===== src/verilog/afd_pkg.sv =====
// shared constants and types for the alpha-field character decoder
package afd_pkg;

  // ****************************************
  // scheme tags and special bytes
  // ****************************************
  localparam logic [7:0] AFD_TAG_PAIR = 8'h80;
  localparam logic [7:0] AFD_TAG_HALF = 8'h81;
  localparam logic [7:0] AFD_TAG_FULL = 8'h82;
  localparam logic [7:0] AFD_PAD_BYTE = 8'hff;

  // ****************************************
  // field positions
  // ****************************************
  localparam int AFD_OFS_FLAG_BIT = 7;
  localparam int AFD_HALF_SHIFT = 7;

  // ****************************************
  // values after reset, and the count decrement step
  // ****************************************
  localparam logic [15:0] AFD_CHAR_RST = 16'h0000;
  localparam logic [15:0] AFD_BASE_RST = 16'h0000;
  localparam logic [7:0] AFD_BYTE_RST = 8'h00;
  localparam logic [7:0] AFD_COUNT_RST = 8'h00;
  localparam logic [7:0] AFD_COUNT_ONE = 8'h01;

  // ****************************************
  // types
  // ****************************************
  typedef enum logic [1:0] {
    SCH_PLAIN = 2'b00,
    SCH_PAIR = 2'b01,
    SCH_HALF = 2'b10,
    SCH_FULL = 2'b11
  } afd_scheme_e;

  typedef enum logic [3:0] {
    ST_IDLE = 4'b0000,
    ST_PAIR_HI = 4'b0001,
    ST_PAIR_LO = 4'b0010,
    ST_COUNT = 4'b0011,
    ST_BASE_HI = 4'b0100,
    ST_BASE_LO = 4'b0101,
    ST_CHARS = 4'b0110,
    ST_SKIP = 4'b0111,
    ST_PLAIN = 4'b1000
  } afd_state_e;

endpackage


===== src/verilog/afd_out_reg.sv =====
// output register stage of the alpha-field character decoder
module afd_out_reg (
  // clock and reset
  input wire logic sys_clk,
  input wire logic reset,
  // next values
  input wire logic [15:0] charNxt,
  input wire logic validNxt,
  input wire logic ucsNxt,
  input wire logic doneNxt,
  // registered outputs
  output logic [15:0] char_r,
  output logic valid_r,
  output logic ucs_r,
  output logic done_r
);
  import afd_pkg::*;

  always_ff @(posedge sys_clk) begin
    if (reset) begin
      char_r <= AFD_CHAR_RST;
      valid_r <= 1'b0;
      ucs_r <= 1'b0;
      done_r <= 1'b0;
    end else begin
      char_r <= charNxt;
      valid_r <= validNxt;
      ucs_r <= ucsNxt;
      done_r <= doneNxt;
    end
  end

endmodule


===== src/verilog/afd_decoder.sv =====
// alpha-field record decoder: record bytes in, 16-bit or 7-bit characters out
//
// What this block does
// tag 80: each following byte pair is one character, first byte is upper half
// tag 80: an FF FF pair after the last character is padding, never emitted
// tag 80: a lone final byte of an even-length field is filler, never paired
// tag 81: second byte gives the number of characters to emit
// tag 81: third byte forms base pointer bits 14..7, all other bits zero
// tag 81: character byte with top bit clear yields a 7-bit default character
// tag 81: top bit set adds low seven bits to base, giving a code point
// tag 82: second byte is count, third and fourth form the full base pointer
// tag 82: fifth byte onward decodes like the tag 81 character bytes
// counted schemes: FF inside the declared count is a real offset character
// one scheme per record, chosen by the first byte, never switched midway
// any other first byte: record is 7-bit default-alphabet characters, FF bytes dropped
// all three tagged schemes are handled for every character set size
// each character comes with a one-cycle strobe and a code-point flag
// done pulses once at count reached, tag 80 padding pair or record end, whichever comes first
module afd_decoder (
  // clock and reset
  input wire logic sys_clk,
  input wire logic reset,
  // record byte stream
  input wire logic [7:0] inByte,
  input wire logic inValid,
  input wire logic inLast,
  // decoded characters
  output logic [15:0] charOut,
  output logic charValid,
  output logic charIsUcs,
  // record status
  output logic recordDone
);
  import afd_pkg::*;

  // ****************************************
  // state
  // ****************************************
  afd_state_e state_r;
  afd_state_e stateNxt;
  afd_scheme_e scheme_r;
  afd_scheme_e schemeNxt;
  logic [7:0] hiByte_r;
  logic [7:0] hiByteNxt;
  logic [15:0] base_r;
  logic [15:0] baseNxt;
  logic [7:0] countLeft_r;
  logic [7:0] countLeftNxt;
  logic [15:0] charNxt;
  logic validNxt;
  logic ucsNxt;
  logic doneNxt;
  logic isTag;
  logic offsetByte;
  logic [15:0] offsetSum;
  logic [7:0] countDec;

  assign isTag = (inByte == AFD_TAG_PAIR) || (inByte == AFD_TAG_HALF) ||
                 (inByte == AFD_TAG_FULL);
  assign offsetByte = inByte[AFD_OFS_FLAG_BIT];
  // wraps within 16 bits, matching the code space
  assign offsetSum = base_r + {9'h000, inByte[6:0]};
  assign countDec = countLeft_r - AFD_COUNT_ONE;

  // ****************************************
  // decode
  // ****************************************
  always_comb begin
    stateNxt = state_r;
    schemeNxt = scheme_r;
    hiByteNxt = hiByte_r;
    baseNxt = base_r;
    countLeftNxt = countLeft_r;
    charNxt = charOut;
    validNxt = 1'b0;
    ucsNxt = charIsUcs;
    doneNxt = 1'b0;
    if (inValid) begin
      case (state_r)
        ST_IDLE: begin
          // the first byte alone fixes the scheme for the record
          if (inByte == AFD_TAG_PAIR) begin
            schemeNxt = SCH_PAIR;
            stateNxt = inLast ? ST_IDLE : ST_PAIR_HI;
            doneNxt = inLast;
          end else if (inByte == AFD_TAG_HALF) begin
            schemeNxt = SCH_HALF;
            stateNxt = inLast ? ST_IDLE : ST_COUNT;
            doneNxt = inLast;
          end else if (inByte == AFD_TAG_FULL) begin
            schemeNxt = SCH_FULL;
            stateNxt = inLast ? ST_IDLE : ST_COUNT;
            doneNxt = inLast;
          end else begin
            schemeNxt = SCH_PLAIN;
            if (inByte != AFD_PAD_BYTE) begin
              charNxt = {9'h000, inByte[6:0]};
              validNxt = 1'b1;
              ucsNxt = 1'b0;
            end
            stateNxt = inLast ? ST_IDLE : ST_PLAIN;
            doneNxt = inLast;
          end
        end
        ST_PLAIN: begin
          // unused bytes of a plain record hold FF and are dropped
          if (inByte != AFD_PAD_BYTE) begin
            charNxt = {9'h000, inByte[6:0]};
            validNxt = 1'b1;
            ucsNxt = 1'b0;
          end
          if (inLast) begin
            stateNxt = ST_IDLE;
            doneNxt = 1'b1;
          end
        end
        ST_PAIR_HI: begin
          hiByteNxt = inByte;
          if (inLast) begin
            // odd byte left over: filler, never half a character
            stateNxt = ST_IDLE;
            doneNxt = 1'b1;
          end else begin
            stateNxt = ST_PAIR_LO;
          end
        end
        ST_PAIR_LO: begin
          if (hiByte_r == AFD_PAD_BYTE && inByte == AFD_PAD_BYTE) begin
            // first padding pair ends the text; rest is skipped
            doneNxt = 1'b1;
            stateNxt = inLast ? ST_IDLE : ST_SKIP;
          end else begin
            charNxt = {hiByte_r, inByte};
            validNxt = 1'b1;
            ucsNxt = 1'b1;
            doneNxt = inLast;
            stateNxt = inLast ? ST_IDLE : ST_PAIR_HI;
          end
        end
        ST_COUNT: begin
          countLeftNxt = inByte;
          doneNxt = inLast;
          stateNxt = inLast ? ST_IDLE : ST_BASE_HI;
        end
        ST_BASE_HI: begin
          if (scheme_r == SCH_HALF) begin
            baseNxt = {1'b0, inByte, 7'h00};
            if (inLast || countLeft_r == AFD_COUNT_RST) begin
              doneNxt = 1'b1;
              stateNxt = inLast ? ST_IDLE : ST_SKIP;
            end else begin
              stateNxt = ST_CHARS;
            end
          end else begin
            baseNxt = {inByte, base_r[7:0]};
            doneNxt = inLast;
            stateNxt = inLast ? ST_IDLE : ST_BASE_LO;
          end
        end
        ST_BASE_LO: begin
          baseNxt = {base_r[15:8], inByte};
          if (inLast || countLeft_r == AFD_COUNT_RST) begin
            doneNxt = 1'b1;
            stateNxt = inLast ? ST_IDLE : ST_SKIP;
          end else begin
            stateNxt = ST_CHARS;
          end
        end
        ST_CHARS: begin
          // FF here is an ordinary offset byte, not padding
          if (offsetByte) begin
            charNxt = offsetSum;
            ucsNxt = 1'b1;
          end else begin
            charNxt = {9'h000, inByte[6:0]};
            ucsNxt = 1'b0;
          end
          validNxt = 1'b1;
          countLeftNxt = countDec;
          if (countLeft_r == AFD_COUNT_ONE) begin
            doneNxt = 1'b1;
            stateNxt = inLast ? ST_IDLE : ST_SKIP;
          end else if (inLast) begin
            doneNxt = 1'b1;
            stateNxt = ST_IDLE;
          end
        end
        ST_SKIP: begin
          // bytes beyond the count are ignored until the record ends
          if (inLast) begin
            stateNxt = ST_IDLE;
          end
        end
        default: begin
          stateNxt = ST_IDLE;
        end
      endcase
    end
  end

  always_ff @(posedge sys_clk) begin
    if (reset) begin
      state_r <= ST_IDLE;
      scheme_r <= SCH_PLAIN;
      hiByte_r <= AFD_BYTE_RST;
      base_r <= AFD_BASE_RST;
      countLeft_r <= AFD_COUNT_RST;
    end else begin
      state_r <= stateNxt;
      scheme_r <= schemeNxt;
      hiByte_r <= hiByteNxt;
      base_r <= baseNxt;
      countLeft_r <= countLeftNxt;
    end
  end

  // ****************************************
  // output registers
  // ****************************************
  afd_out_reg outStage (
    .sys_clk(sys_clk),
    .reset(reset),
    .charNxt(charNxt),
    .validNxt(validNxt),
    .ucsNxt(ucsNxt),
    .doneNxt(doneNxt),
    .char_r(charOut),
    .valid_r(charValid),
    .ucs_r(charIsUcs),
    .done_r(recordDone)
  );
endmodule


===== config.mk =====
export PLATFORM = sky130hd
export DESIGN_NAME = afd_decoder
export DESIGN_NICKNAME = d
export VERILOG_FILES = /design/src/verilog/afd_pkg.sv /design/src/verilog/afd_out_reg.sv /design/src/verilog/afd_decoder.sv
export SDC_FILE = /design/constraint.sdc
export NUM_CORES = 1
export LEC_CHECK = 0
export BUFFER_PORTS_ARGS = -buffer_cell sky130_fd_sc_hd__buf_2
export CAP_MARGIN = 5
export CORE_ASPECT_RATIO = 0.7
export CORE_MARGIN = 3
export CORE_UTILIZATION = 50
export DETAILED_ROUTE_END_ITERATION = 6
export PLACE_DENSITY = 0.69
export SYNTH_ARGS = -nofsm -noshare
export SYNTH_HDL_FRONTEND = slang
export SYNTH_HIERARCHICAL = 1
export SYNTH_SLANG_ARGS = --single-unit

===== constraint.sdc =====
create_clock -name sys_clk -period 3.15 [get_ports sys_clk]
set_input_delay 0.1575 -clock sys_clk [delete_from_list [all_inputs] [get_ports sys_clk]]
set_output_delay 0.1575 -clock sys_clk [all_outputs]
set_load 0.01 [all_outputs]

### Word level (Yosys, flattened, before mapping)

Cells that the tools add are included.

| operators by class | value |
|---|---|
| $add $sub $neg | 2 |
| eq/ne operators | 21 |
| muxes and demuxes | 48 |
| bitwise logic cells | 2 |
| reduce and logical (&&, ||, !) cells | 17 |

Operators by type and width:

| kind | number |
|---|---|
| 2-to-1 mux 16 bit | 7 |
| case mux 16 bit (4 select lines) | 1 |
| == test 8 bit, second input constant | 5 |
| case mux 16 bit (2 select lines) | 1 |
| case mux 4 bit (8 select lines) | 1 |
| 2-to-1 mux 4 bit | 7 |
| 2-to-1 mux 1 bit | 17 |
| adder 16 x 7 -> 16 bit | 1 |
| == test 4 x 3 -> 1 bit, second input constant | 4 |
| case mux 8 bit (2 select lines) | 1 |
| 2-to-1 mux 3 bit | 5 |
| 2-to-1 mux 2 bit | 5 |
| != test 2 bit, second input constant | 5 |
| == test 4 x 2 -> 1 bit, second input constant | 2 |
| == test 8 x 1 -> 1 bit, second input constant | 1 |
| logical NOT 8 bit | 1 |
| != test 8 bit, second input constant | 1 |
| case mux 1 bit (4 select lines) | 2 |
| OR reduction 2 bit | 4 |
| subtractor 8 x 1 -> 8 bit, second input constant | 1 |
| case mux 1 bit (6 select lines) | 1 |
| AND reduction 2 bit | 3 |
| AND reduction 3 bit | 2 |
| AND reduction 6 bit | 1 |
| 9 further kinds | 11 |

| word-level totals | value |
|---|---|
| bits in registers | 57 |
| input bits | 12 |
| output and inout bits | 19 |

### Longest topological paths before layout

Gate-level depths: netlist of the first run.

| logic depth | value |
|---|---|
| depth after elaboration | 6 |
| mapped depth | 10 |
| mapped depth without buffers | 10 |

### Cells and area by module

Netlist of the first run, hierarchy kept.

Modules (own cells, without submodules):

| module | instances | cells each | area an instance (um^2) | seq. area each (um^2) |
|---|---|---|---|---|
| afd_decoder | 1 | 407 | 3040.4 | 760.7 |
| afd_out_reg | 1 | 39 | 516.7 | 380.4 |

### Worst setup path after synthesis of the first run

No wires, ideal clock.

| timing | value |
|---|---|
| kind | flip-flop to flip-flop |
| start | reg base_r[0] |
| end | reg outStage.char_r[12] |
| setup time | 0.114 ns |
| arrival | 1.948 ns |
| required time | 3.036 ns |
| path slack | 1.089 ns |
| cell stages (with the launch flop) | 11 |
| path buffers | 0 |
| period minus slack after synthesis | 2.061 ns |
| path through | dfxtp_1 ha_1 inv_1 fa_1 and2b_1 o31ai_1 a31oi_1 nand3_1 xor2_1 o21ai_1 nor2b_1 |

| between the ends | value |
|---|---|
| word-level cells in the longest chain between the ends | 3 |

Ends and longest elaborated chain:

| what | line | RTL |
|---|---|---|
| start: declaration | afd_decoder.sv:45 | `logic [15:0] base_r;` |
| start signal: assignment | afd_decoder.sv:212 | `base_r <= baseNxt;` |
| adder 16 x 7 -> 16 bit | afd_decoder.sv:62 | `assign offsetSum = base_r + {9'h000, inByte[6:0]};` |
| 2-to-1 mux 16 bit | afd_decoder.sv:171 | `if (offsetByte) begin` |
| case mux 16 bit (4 select lines) | afd_decoder.sv:79 | `case (state_r)` |
| end signal: assignment | afd_out_reg.sv:26 | `char_r <= charNxt;` |
| end: declaration | afd_out_reg.sv:12 | `output logic [15:0] char_r,` |

Every way passes these cells.
A chain may end at the register's enable or synchronous reset.

### Worst setup path after layout of the first run

| timing | value |
|---|---|
| start | reg base_r[0] |
| end | reg outStage.char_r[8] |

The elaborated chain is that of the path after synthesis.

==> results of run 1 <==
==> critical path, cell delays in order (launching register included) <==
cell and delay [ns]:
dfxtp_1 0.31, ha_1 0.21, inv_1 0.07, fa_1 0.19
and2b_1 0.22, o31ai_1 0.41, a21boi_0 0.23, o21ai_0 0.25
xor2_1 0.19, o21ai_1 0.07, nor2b_1 0.13
==> synthesized netlist by cell type (all sizes together) (14+ instances only) <==
cell type,n,share of area [%]
dfxtp,57,32
nor2,55,5.8
a21oi,39,5.5
nand2,32,3.4
o21ai,26,3.7
nand3,22,3.2
buf,17,3.4
nor2b,16,2.8
clkbuf,14,2.3
mux2i,14,3.9
==> per-stage QoR <==
step	util (%)	std cells	cell area (um^2)	worst slack (ns)
floorplan	-	446	3557	1.089
global placement	53.54	543	3651	0.8135
detailed placement	53.54	543	3651	0.6642
CTS	56.86	559	3877	0.7653
global route	56.86	559	3877	0.4700
finish	56.86	559	3877	0.7159
==> layer usage <==
metal / routed length [um] / track usage, % / up-vias
li1: - / - / 1636
met1: 4758 / 38.20 / 1594
met2: 4030 / 35.18 / 142
met3: 884 / 7.705 / 12
met4: 119 / 6.386 / 0
met5: 0 / 0 / -
==> worst paths after layout <==
kind | end | start | slack (ns) | cells past startpoint
worst max register to register | outStage/char_r[8] | base_r[0] | 0.72 | 10
worst min-delay path | countLeft_r[0] | inByte[0] | 0.19 | 3
worst max-delay path | outStage/char_r[8] | base_r[0] | 0.72 | 10
worst min register to register | base_r[3] | base_r[3] | 0.46 | 2
==> logic make-up (layout without fill, tap and decap cells) <==
group	Yosys count	in the layout	share of synthesized area, %
flops	57	57	32.08
xor+xnor	10	10	2.462
buf+inv	39	58	6.577
fa+ha+maj	11	11	4.080
compound gates	125	125	22.86
mux	14	14	3.939
simple gates	190	190	28.00
==> power groups by stage <==
stage | combinational [mW] | sequential, mW | clock (mW)
final | 0.123 | 0.736 | 0.767
after global routing | 0.133 | 0.737 | 0.809
after CTS | 0.120 | 0.736 | 0.782
after detailed placement | 0.120 | 0.752 | 0
after global placement | 0.119 | 0.752 | 0
after floorplan | 0.0880 | 0.752 | 0
==> cell type report <==
class / instances / area share (%)
clock buffer: 15 / 5.066
clock inverter: 1 / 0.7744
inverter: 8 / 0.7744
multi-input combinational: 350 / 56.28
sequential: 57 / 29.43
tap: 94 / 3.033
timing repair buffer: 34 / 4.647
==> state kept, by name, summed over array words and instances, names as in the netlist <==
register,flops
base_r,16
outStage/char_r,16
countLeft_r,8
hiByte_r,8
state_r,4
scheme_r,2
outStage/done_r,1
outStage/ucs_r,1
outStage/valid_r,1
==> out/summary.txt, run 1 <==
Pleak -> 1.584 nW
Syn Std Cell Area -> 3557 um^2
number of cell rows -> 25
power density over the cells -> 419.4 nW/um^2
final worst path period need -> 2.434 ns
initial antenna violation count -> 0
grt total ovfl -> 0
crit-path max FO -> 3
maximum achievable frequency -> 410.8 MHz
nets@finish -> 483
Port Buffers -> 30
Worst-Skew Late Latency -> 0.35 ns
HP Class -> input port to register
detailed-route DRC error count -> 0
DRT iter0 DRCs -> 269
syn_area_per_cell -> 7.976 um^2
Slew Limit Fails -> 0
clock power share -> 47.2%
Psw -> 0.3808 mW
final worst-path cycle share -> 77.27%
die width -> 106.8 um
Distinct cells, synth -> 61
register area -> 1141 um^2
clk_skew -> 0.008950 ns
diode count -> 0
CTS root buf -> clkbuf_8
Post-CTS Hold Buffers -> 0
filler cell count -> 670
remaining antenna violation count -> 0
internal power -> 1.245 mW
TritonCTS Buffers -> 9
status -> finished, final reports clean
Worst Path Required -> 3.35 ns
core area -> 6819 um^2
Final HPWL DP -> 7.031 mm
Fin. Hold Viols -> 0
TritonRoute pass-1 iters -> 5
cts repair resizes -> 0
Syn Nets -> 469
postcts setup bufs -> 0
Longest Clk Path Bufs -> 2
Gate power share -> 7.5%
Primary FF master, synth -> dfxtp_1
CTS Sinks -> 57
Critical Path Sink Type -> register
via count -> 3384
Syn Inst Count -> 446
maxcap violations -> 0
Synth warnings -> 6
fraction of layout cells with a size suffix above 1 -> 12.69%
setup TNS -> 0 ns
I/O pins -> 31
RSZ-0062 raised after global routing -> false
Syn-to-layout area delta -> 9.005%
critical path arrival -> 2.63 ns
WHS -> 0.1886 ns
DIE AREA -> 8179 um^2
H-tree Lvls -> 3
GRT Resource Usage Total -> 25.47%
Startpoint Class -> register
post-synthesis sequential area ratio -> 32.08%
routed length per placed instance -> 17.52 um
CTS tree -> built
peak supply drop -> 0.3988 mV
Switching Share -> 23.42%
asr flop ratio synth -> 0%
drt total wl -> 9.792 mm
Total Power -> 1.626 mW
first-pass GRT wire length -> 16.42 mm
largest net degree at the start of global routing -> 58
Relative slew margins -> 31.02%
via-per-instance ratio -> 6.054
Worst Tran Pin Value -> 1.035 ns
area of the multi-input gates -> 2182 um^2
number of global-route vias before repair -> 3155
initial core utilization -> 52.17%
part of the power in registers -> 45.3%
critical path type -> register to register
commonest non-fill, non-tap cells in the layout -> dfxtp_1, nor2_1, a21oi_1
endpoints failing setup -> 0
flops & latches, synth -> 57
CTS clk-pin slew, worst paths -> 0.06 ns
commonest non-fill, non-tap cell in the layout -> dfxtp_1
Post-synth EDFFs -> 0
Die H -> 76.57 um
Placer Congestion -> 0.9099
Note: power is estimated with default switching activity, not from simulation.
==> run 2: changes to the inputs <==
--- a/config.mk
+++ b/config.mk
@@ -11,7 +11,7 @@
 export CORE_MARGIN = 3
 export CORE_UTILIZATION = 50
 export DETAILED_ROUTE_END_ITERATION = 6
-export PLACE_DENSITY = 0.69
+export PLACE_DENSITY = 0.71
 export SYNTH_ARGS = -nofsm -noshare
 export SYNTH_HDL_FRONTEND = slang
 export SYNTH_HIERARCHICAL = 1
==> constraint.sdc (replaced) <==
create_clock -name sys_clk -period 2.1 [get_ports sys_clk]
set_input_delay 0.105 -clock sys_clk [delete_from_list [all_inputs] [get_ports sys_clk]]
set_output_delay 0.105 -clock sys_clk [all_outputs]
set_load 0.01 [all_outputs]
==> out/summary.txt, run 2 (same netlist as run 1, synthesis figures left out) <==
Startpoint Class -> register
Psw -> 0.6270 mW
Worst Tran Pin Value -> 0.5299 ns
Fin. Hold Viols -> 0
DRT iter0 DRCs -> 324
TritonCTS Buffers -> 9
internal power -> 1.638 mW
fin area -> 4205 um^2
initial antenna violation count -> 0
initial core utilization -> 52.17%
fraction of layout cells with a size suffix above 1 -> 21.50%
Placed Cells incl. Taps -> 586
crit-path max FO -> 2
final worst-path cycle share -> 103.0%
Worst Setup SP -> base_r[0]
routed length per placed instance -> 18.08 um
status -> finished with violations
Final HPWL DP -> 7.840 mm
CTS tree -> built
clk_skew -> 0.01250 ns
via-per-instance ratio -> 6.072
reg2reg end -> outStage/char_r[4]
GRT Resource Usage Total -> 27.31%
TritonRoute pass-1 iters -> 5
Pleak -> 1.766 nW
clock power share -> 41.0%
Port Buffers -> 30
Placer Congestion -> 0.8825
DIE AREA -> 8179 um^2
detailed-route DRC error count -> 0
RSZ-0062 raised after global routing -> true
Critical Path Sink -> outStage/char_r[4]
failing checks -> negative setup slack
peak supply drop -> 0.2892 mV
Worst Path Required -> 2.32 ns
maxcap violations -> 0
diode count -> 0
CTS clk-pin slew, worst paths -> 0.07 ns
FF-to-FF setup slack -> -0.06 ns
die width -> 106.8 um
Critical Path Sink Type -> register
CTS Sinks -> 57
Relative slew margins -> 64.67%
Worst-Skew Late Latency -> 0.35 ns
top flop regs -> base_r x16, outStage/char_r x16
Longest Clk Path Bufs -> 2
core area -> 6819 um^2
first-pass GRT wire length -> 17.62 mm
maximum achievable frequency -> 462.4 MHz
part of the power in registers -> 48.7%
Switching Share -> 27.69%
area post-placement -> 3986 um^2
Die H -> 76.57 um
setup ws final -> -0.06273 ns
number of cell rows -> 25
commonest non-fill, non-tap cells in the layout -> nor2_1, dfxtp_1, buf_4
HP Class -> input port to register
grt total ovfl -> 0
nets@finish -> 526
number of global-route vias before repair -> 3410
endpoints failing setup -> 2
critical path type -> register to register
Post-Layout Cell Count -> 601
I/O pins -> 31
CTS root buf -> clkbuf_8
power density over the cells -> 538.5 nW/um^2
worst r2r src -> base_r[0]
Gate power share -> 10.3%
pre-CTS setup slack -> -0.1549 ns
Syn-to-layout area delta -> 18.22%
via count -> 3649
largest net degree at the start of global routing -> 27
H-tree Lvls -> 3
Slew Limit Fails -> 0
remaining antenna violation count -> 0
worst-case reg-to-reg path depth -> 11
critical path arrival -> 2.38 ns
drt total wl -> 10.86 mm
final worst path period need -> 2.163 ns
Total Power -> 2.264 mW
filler cell count -> 632
==> run 2: worst max-delay path, stage by stage (launching register included) <==
cell	delay [ns]
dfxtp_2	0.34
ha_4	0.16
inv_2	0.05
fa_2	0.18
and2b_1	0.20
buf_6	0.12
o21a_1	0.18
or3_1	0.32
a31oi_1	0.15
or3_1	0.15
nand3_1	0.06
nor2b_1	0.13
==> run 2: power by group through the flow <==
stage	clock network [mW]	registers (mW)	logic [mW]
2_1_floorplan	0	1.13	0.132
3_3_place_gp	0	1.13	0.220
3_5_place_dp	0	1.13	0.222
4_1_cts	0.944	1.10	0.225
5_1_grt	0.981	1.10	0.249
6_report	0.929	1.10	0.233
==> run 2: worst min-delay path by stage <==
stage                          endpoint  startpoint  slack [ns]  cells past startpoint
floorplan           outStage/char_r[15]       reset        0.18                      1
detailed placement            base_r[2]   inByte[2]        0.40                      3
global route                  base_r[2]   inByte[2]        0.06                      3
CTS                           base_r[2]   inByte[2]        0.04                      3
global placement              base_r[2]   inByte[2]        0.39                      3
finish                        base_r[2]   inByte[2]        0.04                      3
==> run 2: cell type report <==
type	count	area (um^2)	area share, %
inverter	8	30.03	0.7141
clock buffer	10	137.6	3.273
timing repair buffer	77	519.2	12.35
clock inverter	5	32.53	0.7736
multi-input combinational	350	2225	52.90
sequential	57	1144	27.19
tap	94	117.6	2.797
==> run 2: timing repair <==
| action | 4_1_cts | 5_1_grt |
|---|---|---|
| setup buffers | 0 | 1 |
| endpoints found under the setup margin | 6 | 11 |
| hold buffers | 0 | 0 |
| gates cloned | 0 | 0 |
| pin swaps | 1 | 2 |
| resized for setup | 7 | 5 |
==> run 2: stage by stage <==
step / util, % / TNS, ns / hold WS (ns)
floorplan: - / 0 / 0.1766
global placement: 58.46 / -0.08712 / 0.3937
detailed placement: 58.46 / -0.4460 / 0.4007
CTS: 61.25 / -0.09402 / 0.03622
global route: 61.67 / -0.7358 / 0.06274
finish: 61.67 / -0.1229 / 0.04224
==> run 2: routing by layer <==
metal	up-vias	GRT usage (%)	wire [um]
li1	1723	-	-
met1	1732	39.74	5015
met2	178	40.70	4667
met3	16	5.504	1039
met4	0	8.046	141
met5	-	0	0
